--- src/crm_pkg.sv ---
// constants shared by the clock and reset manager
package crm_pkg;
	// ------------------------------------------------------------
	// register indices (byte address is four times the index)
	// ------------------------------------------------------------
	localparam logic [7:0] CRM_IDX_CLOCK_MODE_CONTROL = 8'h5b;
	localparam logic [7:0] CRM_IDX_LOW_SPEED_CLOCK_GATES = 8'h5c;
	localparam logic [7:0] CRM_IDX_HIGH_SPEED_CLOCK_GATES = 8'h5d;
	localparam logic [7:0] CRM_RESET_VALUE = 8'h00;
	// ------------------------------------------------------------
	// field positions
	// ------------------------------------------------------------
	localparam int CRM_BIT_DIVIDER = 0;
	localparam int CRM_BIT_RUN_MODE = 1;
	localparam int CRM_BIT_LOCK = 2;
	localparam int CRM_BIT_REG_OFF = 7;
	localparam int CRM_BIT_DEBUG = 0;
	localparam int CRM_BIT_TIMER = 1;
	localparam int CRM_BIT_WATCHDOG = 2;
	localparam int CRM_BIT_SPI = 3;
	localparam int CRM_BIT_TIMEBASE = 4;
	localparam int CRM_BIT_STORAGE = 0;
	localparam int CRM_BIT_ENCODER = 1;
	localparam int CRM_BIT_DECODER = 2;
	localparam int CRM_BIT_USB = 3;
	// writable masks, reserved bits read as zero
	localparam logic [7:0] CRM_MODE_WMASK = 8'h83;
	localparam logic [7:0] CRM_LOW_WMASK = 8'h1e;
	localparam logic [7:0] CRM_HIGH_WMASK = 8'h0f;
	// ------------------------------------------------------------
	// reset sequence counts
	// ------------------------------------------------------------
	localparam logic [9:0] CRM_DELAY_CPU_CYCLES = 10'h200;
	localparam logic [1:0] CRM_FETCH_CYCLES = 2'h2;
	localparam logic [7:0] CRM_INTERNAL_ACTIVE_CYCLES = 8'h10;
	localparam logic [15:0] CRM_RESET_VECTOR_LOW = 16'hfffe;
	localparam logic [15:0] CRM_RESET_VECTOR_HIGH = 16'hffff;
	// cpu clock divide counts, terminal values
	localparam logic [1:0] CRM_DIV2_LAST = 2'h1;
	localparam logic [1:0] CRM_DIV4_LAST = 2'h3;

	typedef enum logic [3:0] {
		CRM_ST_ACTIVE = 4'b0001,
		CRM_ST_DELAY = 4'b0010,
		CRM_ST_FETCH = 4'b0100,
		CRM_ST_RUN = 4'b1000
	} crm_state_t;
endpackage

--- src/crm_clock_reset_manager.sv ---
// clock selection, peripheral clock gating and reset sequencing
// Operation
// - low power mode: oscillator clocks, pll off, no usb clock
// - full power with lock: pll clocks, cpu half or quarter
// - reset starts in low power; run-mode bit requests full power
// - regulator-off bit lowers regulator current during halt
// - regulator-off bit clears itself on wake from halt
// - lock bit reads live pll lock status, read only
// - divider bit selects cpu clock source over two or four
// - full power requested without lock stays on oscillator clocks
// - low speed gates hold timebase clock enable
// - low speed gates hold spi, watchdog and timer enables
// - hardware watchdog option forces watchdog clock on
// - debug clock enable can be set, cleared only by reset
// - high speed gates hold usb, decoder, encoder, storage enables
// - reset sources: pin, watchdog underflow, illegal opcode
// - reset vector fetched from fffe and ffff
// - 512 cpu cycles pass before the vector fetch
// - vector fetch lasts two clock cycles
// - reset pin acts asynchronously, even with clocks stopped
// - watchdog underflow holds reset a minimum time, then sequence
// - code neither opcode nor prebyte causes reset
// - valid prebyte with valid opcode never causes reset
//
// Local design decision: the Wishbone interface to the registers.
`timescale 1ns/10ps
`default_nettype none
module crm_clock_reset_manager
	import crm_pkg::*;
#(
	parameter int ADDR_WIDTH = 10
) (
	// system
	input wire logic clk,
	input wire logic reset_n,
	// wishbone slave
	input wire logic wb_cyc_i,
	input wire logic wb_stb_i,
	input wire logic wb_we_i,
	input wire logic [ADDR_WIDTH-1:0] wb_adr_i,
	input wire logic [3:0] wb_sel_i,
	input wire logic [31:0] wb_dat_i,
	output logic [31:0] wb_dat_o,
	output logic wb_ack_o,
	// pll and power
	input wire logic pll_locked,
	input wire logic halt_entry,
	input wire logic halt_wakeup,
	output logic pll_enable,
	output logic clock_from_pll,
	output logic cpu_clock_tick,
	output logic regulator_low_power,
	// peripheral clock enables
	output logic timebase_clock_enable,
	output logic spi_clock_enable,
	output logic watchdog_clock_enable,
	output logic timer_clock_enable,
	output logic debug_clock_enable,
	output logic usb_clock_enable,
	output logic rs_decoder_clock_enable,
	output logic rs_encoder_clock_enable,
	output logic storage_controller_clock_enable,
	// reset sources
	input wire logic hardware_watchdog_option,
	input wire logic watchdog_underflow,
	input wire logic opcode_strobe,
	input wire logic opcode_defined,
	input wire logic opcode_is_prebyte,
	// reset sequencer outputs
	output logic core_reset_n,
	output logic vector_fetch,
	output logic [15:0] vector_address
);

	// ------------------------------------------------------------
	// decode helpers
	// ------------------------------------------------------------
	function automatic logic hit(input logic [ADDR_WIDTH-1:0] adr,
			input logic [7:0] idx);
		hit = (adr[ADDR_WIDTH-1:2] == (ADDR_WIDTH-2)'(idx)) &&
			(adr[1:0] == 2'h0);
	endfunction

	crm_state_t state;
	logic [7:0] mode_reg;
	logic [7:0] low_reg;
	logic [7:0] high_reg;
	logic in_halt;
	logic use_pll;
	logic [1:0] div_cnt;
	logic [9:0] seq_cnt;
	logic [7:0] active_cnt;
	logic [1:0] fetch_cnt;
	logic illegal_opcode;
	logic internal_reset;
	logic sync_clear;
	logic wr_en;
	logic rd_en;
	logic div_last;
	logic cpu_tick;
	logic [7:0] mode_view;

	// ------------------------------------------------------------
	// bus strobes
	// ------------------------------------------------------------
	// one wait state: ack a cycle after the request, then drop it
	// a write lands on the edge where the master samples ack high
	assign wr_en = wb_cyc_i && wb_stb_i && wb_ack_o && wb_we_i &&
		wb_sel_i[0];
	assign rd_en = wb_cyc_i && wb_stb_i && !wb_ack_o && !wb_we_i;

	// ------------------------------------------------------------
	// internal reset sources
	// ------------------------------------------------------------
	// a pair prebyte plus defined opcode is never flagged here
	assign illegal_opcode = opcode_strobe && !opcode_defined &&
		!opcode_is_prebyte;
	assign internal_reset = watchdog_underflow || illegal_opcode;
	// registers return to reset values during any active phase
	assign sync_clear = (state == CRM_ST_ACTIVE);

	// ------------------------------------------------------------
	// cpu clock divider
	// ------------------------------------------------------------
	assign div_last = (div_cnt == (mode_reg[CRM_BIT_DIVIDER] ?
		CRM_DIV4_LAST : CRM_DIV2_LAST));
	assign cpu_tick = div_last;

	always_ff @(posedge clk or negedge reset_n) begin
		if (!reset_n) begin
			div_cnt <= 2'h0;
		end else if (div_last || sync_clear) begin
			div_cnt <= 2'h0;
		end else begin
			div_cnt <= div_cnt + 2'h1;
		end
	end

	always_ff @(posedge clk or negedge reset_n) begin
		if (!reset_n) begin
			cpu_clock_tick <= 1'b0;
		end else begin
			cpu_clock_tick <= cpu_tick;
		end
	end

	// ------------------------------------------------------------
	// clock mode register
	// ------------------------------------------------------------
	always_ff @(posedge clk or negedge reset_n) begin
		if (!reset_n) begin
			mode_reg <= CRM_RESET_VALUE;
		end else if (sync_clear) begin
			mode_reg <= CRM_RESET_VALUE;
		end else begin
			if (wr_en && hit(wb_adr_i, CRM_IDX_CLOCK_MODE_CONTROL)) begin
				mode_reg <= wb_dat_i[7:0] & CRM_MODE_WMASK;
			end
			// cpu is stopped while halted, so the wake clear cannot race
			if (halt_wakeup && in_halt) begin
				mode_reg[CRM_BIT_REG_OFF] <= 1'b0;
			end
		end
	end

	// ------------------------------------------------------------
	// halt and regulator control
	// ------------------------------------------------------------
	always_ff @(posedge clk or negedge reset_n) begin
		if (!reset_n) begin
			in_halt <= 1'b0;
		end else if (sync_clear || halt_wakeup) begin
			in_halt <= 1'b0;
		end else if (halt_entry) begin
			in_halt <= 1'b1;
		end
	end

	always_ff @(posedge clk or negedge reset_n) begin
		if (!reset_n) begin
			regulator_low_power <= 1'b0;
		end else begin
			// relies on software having set the bit before halt
			regulator_low_power <= in_halt && !halt_wakeup &&
				mode_reg[CRM_BIT_REG_OFF];
		end
	end

	// ------------------------------------------------------------
	// clock source selection
	// ------------------------------------------------------------
	always_ff @(posedge clk or negedge reset_n) begin
		if (!reset_n) begin
			pll_enable <= 1'b0;
		end else begin
			pll_enable <= mode_reg[CRM_BIT_RUN_MODE];
		end
	end

	// following pll lock only at a divider wrap keeps cpu pulses whole; run mode off switches at once
	always_ff @(posedge clk or negedge reset_n) begin
		if (!reset_n) begin
			use_pll <= 1'b0;
		end else if (sync_clear || !mode_reg[CRM_BIT_RUN_MODE]) begin
			use_pll <= 1'b0;
		end else if (div_last) begin
			use_pll <= pll_locked;
		end
	end

	always_ff @(posedge clk or negedge reset_n) begin
		if (!reset_n) begin
			clock_from_pll <= 1'b0;
		end else begin
			clock_from_pll <= use_pll;
		end
	end

	// ------------------------------------------------------------
	// peripheral clock gate registers
	// ------------------------------------------------------------
	always_ff @(posedge clk or negedge reset_n) begin
		if (!reset_n) begin
			low_reg <= CRM_RESET_VALUE;
		end else if (sync_clear) begin
			low_reg <= CRM_RESET_VALUE;
		end else if (wr_en &&
				hit(wb_adr_i, CRM_IDX_LOW_SPEED_CLOCK_GATES)) begin
			low_reg <= wb_dat_i[7:0] & CRM_LOW_WMASK;
			if (wb_dat_i[CRM_BIT_DEBUG] || low_reg[CRM_BIT_DEBUG]) begin
				low_reg[CRM_BIT_DEBUG] <= 1'b1;
			end
		end
	end

	always_ff @(posedge clk or negedge reset_n) begin
		if (!reset_n) begin
			high_reg <= CRM_RESET_VALUE;
		end else if (sync_clear) begin
			high_reg <= CRM_RESET_VALUE;
		end else if (wr_en &&
				hit(wb_adr_i, CRM_IDX_HIGH_SPEED_CLOCK_GATES)) begin
			high_reg <= wb_dat_i[7:0] & CRM_HIGH_WMASK;
		end
	end

	always_ff @(posedge clk or negedge reset_n) begin
		if (!reset_n) begin
			timebase_clock_enable <= 1'b0;
			spi_clock_enable <= 1'b0;
			watchdog_clock_enable <= 1'b0;
			timer_clock_enable <= 1'b0;
			debug_clock_enable <= 1'b0;
		end else begin
			timebase_clock_enable <= low_reg[CRM_BIT_TIMEBASE];
			spi_clock_enable <= low_reg[CRM_BIT_SPI];
			watchdog_clock_enable <= low_reg[CRM_BIT_WATCHDOG] ||
				hardware_watchdog_option;
			timer_clock_enable <= low_reg[CRM_BIT_TIMER];
			debug_clock_enable <= low_reg[CRM_BIT_DEBUG];
		end
	end

	// usb has no clock until the pll is actually the source
	always_ff @(posedge clk or negedge reset_n) begin
		if (!reset_n) begin
			usb_clock_enable <= 1'b0;
			rs_decoder_clock_enable <= 1'b0;
			rs_encoder_clock_enable <= 1'b0;
			storage_controller_clock_enable <= 1'b0;
		end else begin
			usb_clock_enable <= high_reg[CRM_BIT_USB] &&
				use_pll;
			rs_decoder_clock_enable <= high_reg[CRM_BIT_DECODER];
			rs_encoder_clock_enable <= high_reg[CRM_BIT_ENCODER];
			storage_controller_clock_enable <=
				high_reg[CRM_BIT_STORAGE];
		end
	end

	// ------------------------------------------------------------
	// bus read and acknowledge
	// ------------------------------------------------------------
	always_comb begin
		mode_view = mode_reg;
		mode_view[CRM_BIT_LOCK] = pll_locked;
	end

	always_ff @(posedge clk or negedge reset_n) begin
		if (!reset_n) begin
			wb_ack_o <= 1'b0;
		end else begin
			wb_ack_o <= wb_cyc_i && wb_stb_i && !wb_ack_o;
		end
	end

	// unmapped addresses are acknowledged and read as zero
	always_ff @(posedge clk or negedge reset_n) begin
		if (!reset_n) begin
			wb_dat_o <= 32'h0;
		end else if (rd_en) begin
			if (hit(wb_adr_i, CRM_IDX_CLOCK_MODE_CONTROL)) begin
				wb_dat_o <= {24'h0, mode_view};
			end else if (hit(wb_adr_i, CRM_IDX_LOW_SPEED_CLOCK_GATES)) begin
				wb_dat_o <= {24'h0, low_reg};
			end else if (hit(wb_adr_i,
					CRM_IDX_HIGH_SPEED_CLOCK_GATES)) begin
				wb_dat_o <= {24'h0, high_reg};
			end else begin
				wb_dat_o <= 32'h0;
			end
		end
	end

	// ------------------------------------------------------------
	// reset sequencer
	// ------------------------------------------------------------
	// the pin is the asynchronous reset itself, so it works in halt
	always_ff @(posedge clk or negedge reset_n) begin
		if (!reset_n) begin
			state <= CRM_ST_DELAY;
			seq_cnt <= 10'h0;
			active_cnt <= 8'h0;
			fetch_cnt <= 2'h0;
		end else if (internal_reset) begin
			state <= CRM_ST_ACTIVE;
			active_cnt <= 8'h0;
		end else begin
			case (state)
				CRM_ST_ACTIVE: begin
					if (active_cnt == CRM_INTERNAL_ACTIVE_CYCLES - 8'h1) begin
						state <= CRM_ST_DELAY;
						seq_cnt <= 10'h0;
					end else begin
						active_cnt <= active_cnt + 8'h1;
					end
				end
				CRM_ST_DELAY: begin
					if (cpu_tick) begin
						if (seq_cnt == CRM_DELAY_CPU_CYCLES - 10'h1) begin
							state <= CRM_ST_FETCH;
							fetch_cnt <= 2'h0;
						end else begin
							seq_cnt <= seq_cnt + 10'h1;
						end
					end
				end
				CRM_ST_FETCH: begin
					if (fetch_cnt == CRM_FETCH_CYCLES - 2'h1) begin
						state <= CRM_ST_RUN;
					end else begin
						fetch_cnt <= fetch_cnt + 2'h1;
					end
				end
				CRM_ST_RUN: begin
					state <= CRM_ST_RUN;
				end
				default: begin
					state <= CRM_ST_ACTIVE;
				end
			endcase
		end
	end

	always_ff @(posedge clk or negedge reset_n) begin
		if (!reset_n) begin
			vector_fetch <= 1'b0;
			vector_address <= 16'h0;
			core_reset_n <= 1'b0;
		end else begin
			vector_fetch <= (state == CRM_ST_FETCH) && !internal_reset;
			vector_address <= (fetch_cnt == 2'h0) ? CRM_RESET_VECTOR_LOW :
				CRM_RESET_VECTOR_HIGH;
			core_reset_n <= (state == CRM_ST_RUN) && !internal_reset;
		end
	end

endmodule
`default_nettype wire

--- config.mk ---
export PLATFORM = sky130hd
export DESIGN_NAME = crm_clock_reset_manager
export DESIGN_NICKNAME = d
export VERILOG_FILES = /design/src/crm_pkg.sv /design/src/crm_clock_reset_manager.sv
export SDC_FILE = /design/constraint.sdc
export NUM_CORES = 1
export LEC_CHECK = 0
export ABC_AREA = 0
export BUFFER_PORTS_ARGS = -buffer_cell sky130_fd_sc_hd__buf_2
export CORE_MARGIN = 5
export CORE_UTILIZATION = 30
export CTS_CLUSTER_SIZE = 12
export DETAILED_ROUTE_END_ITERATION = 8
export PLACE_DENSITY_LB_ADDON = 0.08
export SLEW_MARGIN = 20
export SYNTH_ARGS = -nofsm -noshare
export SYNTH_HDL_FRONTEND = slang
export SYNTH_SLANG_ARGS = --single-unit
--- constraint.sdc ---
create_clock -name clk -period 3 [get_ports clk]
set_clock_uncertainty 0.15 [all_clocks]
set_input_delay 0.45 -clock clk [delete_from_list [all_inputs] [get_ports clk]]
set_output_delay 0.45 -clock clk [all_outputs]
set_load 0.005 [all_outputs]
[Word level (Yosys, flattened, before mapping)]
Index checks and enable logic that the tools add are counted.
Word-level totals
  word-level logic and storage cells: 138
  register bits: 102
  output and inout bits: 64
  input port bits: 59
Cells by class
  reduce and logical (&&, ||, !) cells: 48
  equality and inequality tests: 21
  add/sub/neg operators: 4
  bitwise operators: 1
  mux-type cells: 35
Operators by type and width (count)
  2-to-1 mux 8 bit: 12
  2-to-1 mux 10 bit: 3
  equality test 8 x 7 -> 1 bit, second input constant: 3
  logical AND 1 bit: 20
  2-to-1 mux 4 bit: 5
  case mux 10 bit (2 select lines): 1
  case mux 4 bit (4 select lines): 1
  nonzero test 2 bit: 8
  adder 10 x 1 -> 10 bit, second input constant: 1
  equality test 10 x 9 -> 1 bit, second input constant: 1
  2-to-1 mux 2 bit: 5
  inequality test 2 bit, second input constant: 5
  AND reduction 5 bit: 2
  inequality test 3 bit, second input constant: 3
  adder 8 x 1 -> 8 bit, second input constant: 1
  equality test 8 x 4 -> 1 bit, second input constant: 1
  logical NOT 1 bit: 7
  2-to-1 mux 1 bit: 7
  logical OR 1 bit: 6
  adder 2 x 1 -> 2 bit, second input constant: 2
  equality test 4 x 1 -> 1 bit, second input constant: 1
  equality test 4 x 2 -> 1 bit, second input constant: 1
  equality test 4 x 3 -> 1 bit, second input constant: 1
  equality test 4 bit, second input constant: 1
  10 further kinds: 11

[Depth between registers and ports, before layout]
Gate-level depths: netlist of run 1.
  depth after elaboration: 8
  mapped depth: 7
  gate-level depth less buffers: 6

[Least setup slack after synthesis of run 1]
Ideal clock, no wire load.
  path type: input port to flip-flop
  start: input port wb_adr_i[9]
  end: register low_reg[1]
  setup time: 132 ps
  required time: 2718 ps
  cell stages on the path: 6
  path buffers: 1
  path slack: 583 ps
  data arrival time: 2135 ps
  cells stage by stage: or4b_4 or4_1 buf_2 or3_4 mux2i_1 nor2_1
Between the ends
  longest elaborated chain between the ends: 4
RTL lines
  start, declared: line crm_clock_reset_manager.sv:40  | input wire logic [ADDR_WIDTH-1:0] wb_adr_i,
  equality test 8 x 7 -> 1 bit: line crm_clock_reset_manager.sv:80  | hit = (adr[ADDR_WIDTH-1:2] == (ADDR_WIDTH-2)'(idx)) &&
  logical AND 1 bit: line crm_clock_reset_manager.sv:80
  logical AND 1 bit: line crm_clock_reset_manager.sv:227  | end else if (wr_en &&
  nonzero test 2 bit (no source line)
  end signal, assigned: line crm_clock_reset_manager.sv:229  | low_reg <= wb_dat_i[7:0] & CRM_LOW_WMASK;
  end, declared: line crm_clock_reset_manager.sv:86  | logic [7:0] low_reg;
Every way passes these cells.
A chain may end at the register's enable or synchronous reset.

[Final worst setup path of run 1]
  start: register seq_cnt[0]
  end: register fetch_cnt[1]
Between the ends
  longest elaborated chain between the ends: 3
RTL lines
  start, declared: line crm_clock_reset_manager.sv:91  | logic [9:0] seq_cnt;
  start signal, assigned: line crm_clock_reset_manager.sv:344  | seq_cnt <= seq_cnt + 10'h1;
  equality test 10 x 9 -> 1 bit: line crm_clock_reset_manager.sv:340  | if (seq_cnt == CRM_DELAY_CPU_CYCLES - 10'h1) begin
  inequality test 2 bit (no source line)
  AND reduction 5 bit (no source line)
  end signal, assigned: line crm_clock_reset_manager.sv:352  | fetch_cnt <= fetch_cnt + 2'h1;
  end, declared: line crm_clock_reset_manager.sv:93  | logic [1:0] fetch_cnt;
Every way passes these cells.

==> results of run 1 <==
final timing paths:
kind / endpoint / startpoint / slack, ns / depth (start not counted)
worst max-delay path: fetch_cnt[1]$_DFFE_PN0P_ / seq_cnt[0]$_DFFE_PN0P_ / 0.59 / 6
worst min-delay path: watchdog_clock_enable$_DFF_PN0_ / hardware_watchdog_option / 0.14 / 2
worst max register to register: fetch_cnt[1]$_DFFE_PN0P_ / seq_cnt[0]$_DFFE_PN0P_ / 0.59 / 6
worst min register to register: timebase_clock_enable$_DFF_PN0_ / low_reg[4]$_DFFE_PN0P_ / 0.26 / 0
max in group asynchronous: state[1]$_DFFE_PN1P_ / reset_n / 1.40 / 3
min in group asynchronous: wb_dat_o[0]$_DFFE_PN0P_ / reset_n / 0.53 / 2
routing by layer:
metal	part of all wire (%)	vias up	track usage [%]	wire length, um
li1	-	1126	-	-
met1	47	1119	14.5	3180
met2	45	81	17.1	3030
met3	6.9	4	3.61	464
met4	0.71	0	3.29	48
met5	0	-	0	0
cell families (layout without fill, tap and decap cells):
group                    after synthesis  after routing
flip-flops                            64             64
XOR/XNOR                               8              8
multiplexers                          19             19
adder cells (fa/ha/maj)                4              4
buffers and inverters                 58            100
AO/OA/AOI/OAI                         47             47
other                                  2             27
AND/OR/NAND/NOR                      106            106
cells in the mapped netlist (5+ instances only):
cell / count
clkbuf_1: 8
o31ai_1: 8
nand3_1: 10
a21oi_1: 10
o21ai_0: 15
nor2_1: 34
nand2_1: 18
dfrtp_1: 63
nand3b_1: 5
and3_1: 5
mux2i_1: 17
xor2_1: 6
a31oi_1: 6
inv_1: 9
buf_4: 40
what timing repair did:
item / 4_1_cts / 5_1_grt
hold buffers: 1 / 0
hold endpoints to repair: 25 / 0
resized for setup: 0 / 0
setup endpoints to repair: 0 / 0
buffers inserted: 0 / 0
stage by stage:
step	util, %	hold slack, ns
2_1_floorplan	-	0.00441
3_3_place_gp	33.8	0.247
3_5_place_dp	33.8	0.248
4_1_cts	36.8	0.120
5_1_grt	36.8	0.121
6_report	36.8	0.141
report_power, final:
part,switching (W),leakage [nW],internal (W),total (W)
Clock,0.000349,0.144,0.000723,0.00107
Combinational,0.0000544,0.830,0.0000333,0.0000877
Sequential,0.00000503,0.878,0.000868,0.000873
cell usage in the layout, fill, tap and decap left out, types with 2 or more instances in the layout:
cell       count
clkbuf_8       9
ha_1           4
a31oi_1        6
or2_2          2
nor2_1        34
nand4_1        4
and3_1         5
nand3_1       10
nand2_1       18
nor3_1         4
mux2i_1       17
inv_1          9
mux2_2         2
o31ai_1        8
conb_1        27
xnor2_1        2
or3_1          2
nand2b_1       3
or4_1          2
o21ai_0       15
nor4_1         2
dfrtp_1       63
clkinv_4       2
buf_4          7
xor2_1         6
buf_2         67
nand3b_1       5
a21oi_1       10
and2_1         3
bufinv_16      5
cell type report:
type	instances	area (um^2)	area share, %
well taps	136	170	4.50
clock inverters	7	168	4.44
multi-input cells	211	1280	33.9
inverters	9	33.8	0.894
flip-flops and latches	64	1600	42.4
clock buffers	9	124	3.28
repair buffers	75	398	10.5
==> results.toml, run 1 <==
[clock_network]
cts_max_level = 3
cts_buffers = 9
cts_sinks = 64
cts-root-buf = "clkbuf_8"
cts_tree = "yes"
clock_latency_ns = 0.34
clkTransAtPathRegs_ns = 0.08
clock_path_buffers = 2

[power_and_ir_drop]
power_per_cell_area_mw_per_mm2 = 538
ir_drop_uv = 229
p_leak_nw = 1.85
total_power_w = 0.00203

[final_layout]
largest-register = "seq_cnt"
areaGrowthSynthToFinish_pct = 19.8
fin_nets = 433
largest_reg_flops = 10
largestRegisters = "seq_cnt x10, active_cnt x8, wb_dat_o x6"
final_cell_area_mm2 = 0.00378
drive_gt1_share_pct = 27.5
n_fill_cell = 1051
stdcell_count = 511
antenna_cells = 0

[global_route]
antenna_found_initial = 0
grt_pass1_wl_mm = 11.1
grt-ovfl-total = 0
grt_pass1_vias = 2281
grt_max_degree = 28
grtUsageTotal_pct = 11.0

[setup_path]
required_ns = 3.08
slowest_stage = "or4_1"
cpPeakStageDelay_ns = 0.54
arrival_ns = 2.49
worstPathCellList = "ha_1 -> nand3_1 -> or4_1 -> and2_0 -> nand3b_1 -> mux2_2"
crit_path_max_fanout = 7
crit_family = "simple AND/OR/NAND/NOR gates"
startpoint_type = "flip-flop"
crit_type = "reg2reg"
path_buf_inv = 0
cp-end-kind = "flip-flop"

[detailed_routing]
wire_per_inst_um = 13.2
drt-initial-drc-count = 59
antenna_left = 0
drt-pass1-iter-count = 4
drt-total-wl_mm = 6.73
route.detailed.drc = 0
vias = 2330
drt-vias-per-instance = 4.56

[worst_hold_path]
hp-class = "in2reg"

[floorplan]
num_rows = 37
io_pins = 123
start_util_pct = 30.7
dieWidth_um = 113
coreArea_mm2 = 0.0103
chipHeight_um = 113
design.die.area_mm2 = 0.0127

[yosys]
synth-compound-area-share_pct = 9.24
synth_fa_ha_area_share_pct = 1.59
synth.avg_cell_area_um2 = 10.2
synth_ff_type = "dfrtp_1"
synthTopCellsByArea = "dfrtp_1 (50%), buf_4 (9.5%), mux2i_1 (5.4%), nor2_1 (4.0%), o21ai_0 (2.4%)"
synth.top_cell.area_share_pct = 50.0
synthSimpleGateAreaFrac_pct = 18.1
synth_mux_area_share_pct = 6.11
seq_area_frac_synth_pct = 50.8
yosysWarnings = 0
synth_top_family_by_area = "simple AND/OR/NAND/NOR gates"
yosys.area.top_type = "dfrtp_1"
synth-xor-area-share_pct = 2.22
synth_edf_count = 0
ys_seq_elements = 64
synth_cell_types = 48
synth_area_mm2 = 0.00315
netlist_instances = 308
synth-async-reset-ratio_pct = 100

[timing]
period_share_pct = 80.4
worst_slew_pin_slew_ns = 0.626
rsz0062_at_grt = "false"
hold_violations = 0
final.setup.tns_ns = 0
period_minus_slack_ns = 2.41
slew_headroom_pct = 58.0
fmax_mhz = 415
finalSetupViolCount = 0
fin_ws_ns = 0.589
slew_viol_final = 0

[placed_design]
gp_congestion = 0.724
port-buffer-count = 67
dp_cells = 494
hpwl_mm = 4.99
place_area_mm2 = 0.00348
place_ws_ns = 0.228

[outcome]
outcome = "finished, final reports clean"

[job]
cap_violations = 0
No activity file was read; power rests on OpenSTA's default activity.
==> run 2, diff against run 1 <==
Clock period 3 ns to 2.3 ns, I/O delays scaled along.
==> run 2 against run 1 <==
- count of clock-buffer cells in the layout increased by 1
- die area unchanged
- sequential power rose by 31%
- register-to-register slack got worse by 0.47 ns
- critical endpoint is now fetch_cnt[0]$_DFFE_PN0P_
- largest power group is now sequential cells
==> results.toml, run 2 (synthesis gave the netlist of run 1 again) <==
[timing]
period_minus_slack_ns = 2.18
rsz0062_at_grt = "false"
final.setup.tns_ns = 0
finalSetupViolCount = 0
slew_viol_final = 0
hold_violations = 0
period_share_pct = 94.6
fmax_mhz = 459

[final_layout]
fin_util_pct = 37.4
regArea_mm2 = 0.00160
fin_nets = 447
largest-register = "seq_cnt"
final_cell_area_mm2 = 0.00384
areaGrowthSynthToFinish_pct = 21.8
largest_reg_flops = 10
multi_input_area_mm2 = 0.00129
drive_gt1_share_pct = 30.6
n_fill_cell = 1076
antenna_cells = 0
layout_common_cells = "buf_2 (67), dfrtp_1 (63), nor2_1 (34), conb_1 (27), buf_4 (20)"
final_common_cell = "buf_2"
largestRegisters = "seq_cnt x10, active_cnt x8, wb_dat_o x6"

[placed_design]
place_area_mm2 = 0.00360
port-buffer-count = 67
hpwl_mm = 5.17
gp_congestion = 0.739

[detailed_routing]
drt-total-wl_mm = 6.89
drt-vias-per-instance = 4.47
route.detailed.drc = 0
vias = 2348
antenna_left = 0
wire_per_inst_um = 13.1
drt-initial-drc-count = 66
drt-pass1-iter-count = 4

[clock_network]
cts-root-buf = "clkbuf_8"
cts_max_level = 3
cts_buffers = 9
post_cts_buffers = 0
clock_latency_ns = 0.35
clkTransAtPathRegs_ns = 0.09
clock_path_buffers = 2
cts_sinks = 64
cts_tree = "yes"

[setup_path]
crit_type = "reg2reg"
cp-end-kind = "flip-flop"
worstPathCellList = "ha_1 -> nand3_1 -> or4_4 -> and2_0 -> nand3b_1 -> mux2_2"
slowest_stage = "or4_4"
startpoint_type = "flip-flop"
required_ns = 2.37
cpPeakStageDelay_ns = 0.51
crit_family = "simple AND/OR/NAND/NOR gates"
path_buf_inv = 0
crit_path_max_fanout = 4
arrival_ns = 2.25

[outcome]
outcome = "finished, final reports clean"

[floorplan]
io_pins = 123
design.die.area_mm2 = 0.0127
coreArea_mm2 = 0.0103
dieWidth_um = 113
chipHeight_um = 113
start_util_pct = 30.7
num_rows = 37

[power_and_ir_drop]
power_per_cell_area_mw_per_mm2 = 616
ir_drop_uv = 271
p_leak_nw = 1.89

[global_route]
grtUsageTotal_pct = 11.4
grt_pass1_vias = 2301
grt-ovfl-total = 0
grt_max_degree = 36
grt_pass1_wl_mm = 11.6
antenna_found_initial = 0

[worst_hold_path]
hp-class = "in2reg"

[job]
cap_violations = 0
-- run 2: changes by cell type in the layout (fill, tap and decap cells not counted), sizes merged --
cell	previous run	this run
buf	74	88
bufinv	5	2
clkinvlp	0	2
clkbuf	9	10
-- run 2: layout make-up --
class / count / area share, %
Clock buffer: 10 / 3.58
Clock inverter: 6 / 2.41
Inverter: 9 / 0.879
Multi-Input combinational cell: 211 / 33.6
Sequential cell: 64 / 41.7
Tap cell: 136 / 4.43
Timing Repair Buffer: 89 / 13.4
-- run 2: where the power goes --
| group | total [W] | leakage, nW | switching (W) | internal (W) |
|---|---|---|---|---|
| Sequential | 0.00114 | 0.878 | 0.00000690 | 0.00113 |
| Clock | 0.00111 | 0.109 | 0.000465 | 0.000643 |
| Combinational | 0.000118 | 0.908 | 0.0000719 | 0.0000464 |
-- run 2: repair_timing --
action | in CTS | in global routing
setup endpoints to repair | 0 | 2
hold buffers | 1 | 0
hold endpoints to repair | 11 | 0
resized for setup | 0 | 1
-- run 2: stage by stage --
stage	hold slack, ns	setup slack (ns)	cells	power [W]
detailed placement	0.113	-0.0794	508	0.00128
finish	0.0279	0.123	525	0.00237
CTS	0.00175	0.0767	525	0.00242
global route	0.00709	0.0149	525	0.00248
floorplan	-0.101	-0.00506	333	0.00125
global placement	0.112	-0.0761	508	0.00128
-- run 2: final timing paths --
check	from	end	slack, ns	cells after the start
max	seq_cnt[0]$_DFFE_PN0P_	fetch_cnt[0]$_DFFE_PN0P_	0.12	6
min	hardware_watchdog_option	watchdog_clock_enable$_DFF_PN0_	0.03	2
max reg2reg	seq_cnt[0]$_DFFE_PN0P_	fetch_cnt[0]$_DFFE_PN0P_	0.12	6
min reg2reg	low_reg[1]$_DFFE_PN0P_	timer_clock_enable$_DFF_PN0_	0.26	0
max in group asynchronous	reset_n	state[1]$_DFFE_PN1P_	1.09	3
min in group asynchronous	reset_n	wb_ack_o$_DFF_PN0_	0.27	2
-- run 2: layer usage --
layer  vias up  share of wire, %  wire length [um]  track usage, %
met1      1121                47              3220            15.8
met2        70                46              3150            16.8
met4         0               1.1                79            3.13
met5         -                 0                 0               0
met3         8               6.4               439            4.04
li1       1149                 -                 -               -
-- run 2: worst reg2reg max path, delay by kind of cell, from the launching register on --
kind | cells | cell delay [ns]
flip-flops | 1 | 0.38
AND/OR/NAND/NOR | 4 | 1.06
adder cells (fa/ha/maj) | 1 | 0.18
multiplexers | 1 | 0.30
==> run 3, diff against run 2 <==
Settings changed: PLACE_DENSITY from default to 0.53, PLACE_DENSITY_LB_ADDON 0.08 to default.
==> run 3 against run 2 <==
- non-clock buffer count shrank 5
- via count shrank 0.38%
- register-to-register slack gained 0.04 ns
- wire length shrank 4.0%
- critical path depth is the same
==> results.toml, run 3 (synthesis gave the netlist of run 1 again) <==
[clock_network]
cts_max_level = 3
cts_tree = "yes"
cts-root-buf = "clkbuf_8"
clock_path_buffers = 2
clock_latency_ns = 0.35
cts_buffers = 9
clkTransAtPathRegs_ns = 0.08
cts_sinks = 64

[timing]
period_share_pct = 92.9
fmax_mhz = 468
final.setup.tns_ns = 0
hold_violations = 0
finalSetupViolCount = 0
whs_ns = 0.0301
fin_ws_ns = 0.162
slew_headroom_pct = 66.6
period_minus_slack_ns = 2.14
worst_slew_pin_slew_ns = 0.501
slew_viol_final = 0

[final_layout]
final_cell_area_mm2 = 0.00379
multi_input_area_mm2 = 0.00130
largest-register = "seq_cnt"
antenna_cells = 0
drive_gt1_share_pct = 29.9
final_common_cell = "buf_2"
areaGrowthSynthToFinish_pct = 20.3
regArea_mm2 = 0.00160
n_fill_cell = 1059
largest_reg_flops = 10
largestRegisters = "seq_cnt x10, active_cnt x8, wb_dat_o x6"
layout_common_cells = "buf_2 (67), dfrtp_1 (63), nor2_1 (34), conb_1 (27), nand2_1 (18)"
fin_nets = 442

[power_and_ir_drop]
ir_drop_uv = 321
p_leak_nw = 1.87
power_per_cell_area_mw_per_mm2 = 622
total_power_w = 0.00236

[detailed_routing]
drt-vias-per-instance = 4.50
wire_per_inst_um = 12.7
vias = 2339
drt-pass1-iter-count = 5
drt-initial-drc-count = 73
drt-total-wl_mm = 6.61
antenna_left = 0
route.detailed.drc = 0

[placed_design]
hpwl_mm = 4.86
gp_congestion = 0.803
port-buffer-count = 67
place_area_mm2 = 0.00354
place_ws_ns = -0.112

[floorplan]
chipHeight_um = 113
start_util_pct = 30.7
num_rows = 37
dieWidth_um = 113
design.die.area_mm2 = 0.0127
io_pins = 123
coreArea_mm2 = 0.0103

[global_route]
grt_pass1_vias = 2252
grtUsageTotal_pct = 10.8
grt_pass1_wl_mm = 11.1
antenna_found_initial = 0
grt_max_degree = 23
grt-ovfl-total = 0

[setup_path]
startpoint_type = "flip-flop"
path_buf_inv = 0
crit_type = "reg2reg"
required_ns = 2.37
crit_family = "simple AND/OR/NAND/NOR gates"
slowest_stage = "or4_4"
cp-end-kind = "flip-flop"
arrival_ns = 2.21
cpPeakStageDelay_ns = 0.51
worstPathCellList = "ha_1 -> nand3_1 -> or4_4 -> and2_0 -> nand3b_1 -> mux2_2"
crit_path_max_fanout = 3

[job]
cap_violations = 0

[outcome]
outcome = "finished, final reports clean"

[worst_hold_path]
hp-class = "in2reg"
## run 3: worst register-to-register path: stages (launching register included)
cell	delay (ns)
dfrtp_1	0.37
ha_1	0.17
nand3_1	0.10
or4_4	0.51
and2_0	0.20
nand3b_1	0.22
mux2_2	0.30
## run 3: report_power, final
group	internal, W	switching (W)
Clock	0.000621	0.000488
Combinational	0.0000442	0.0000708
Sequential	0.00113	0.00000670
Total	0.00180	0.000565
## run 3: final timing paths
check                                       start                            end  slack (ns)  cells past startpoint
setup / recovery           seq_cnt[0]$_DFFE_PN0P_       fetch_cnt[0]$_DFFE_PN0P_        0.16                      6
hold / removal                        halt_wakeup  regulator_low_power$_DFF_PN0_        0.03                      2
setup reg to reg           seq_cnt[0]$_DFFE_PN0P_       fetch_cnt[0]$_DFFE_PN0P_        0.16                      6
hold reg to reg            low_reg[0]$_DFFE_PN0P_   debug_clock_enable$_DFF_PN0_        0.27                      0
max in group asynchronous                 reset_n        wb_dat_o[1]$_DFFE_PN0P_        0.96                      3
min in group asynchronous                 reset_n         seq_cnt[3]$_DFFE_PN0P_        0.35                      2
## run 3: repair_timing
item	4_1_cts	5_1_grt
buffers inserted	0	1
endpoints found under the setup margin	0	3
endpoints found under the hold margin	19	0
resized for setup	0	2
hold buffers	1	0
## run 3: cell type report
class                      instances  area share, %
inverter                           9          0.890
clock buffer                       9           3.26
multi-input combinational        211           34.2
sequential                        64           42.2
tap                              136           4.48
clock inverter                     7           2.70
timing repair buffer              84           12.3
## run 3: per-layer routing
layer	wire length, um	GRT usage (%)
met5	0	0
met4	79	3.85
met3	417	2.80
met2	3100	16.9
met1	3020	14.3
## run 3: through the flow
stage | instances | utilization (%)
finish | 520 | 36.9
global route | 520 | 36.9
CTS | 519 | 36.8
detailed placement | 502 | 34.5
global placement | 502 | 34.5
floorplan | 333 | -
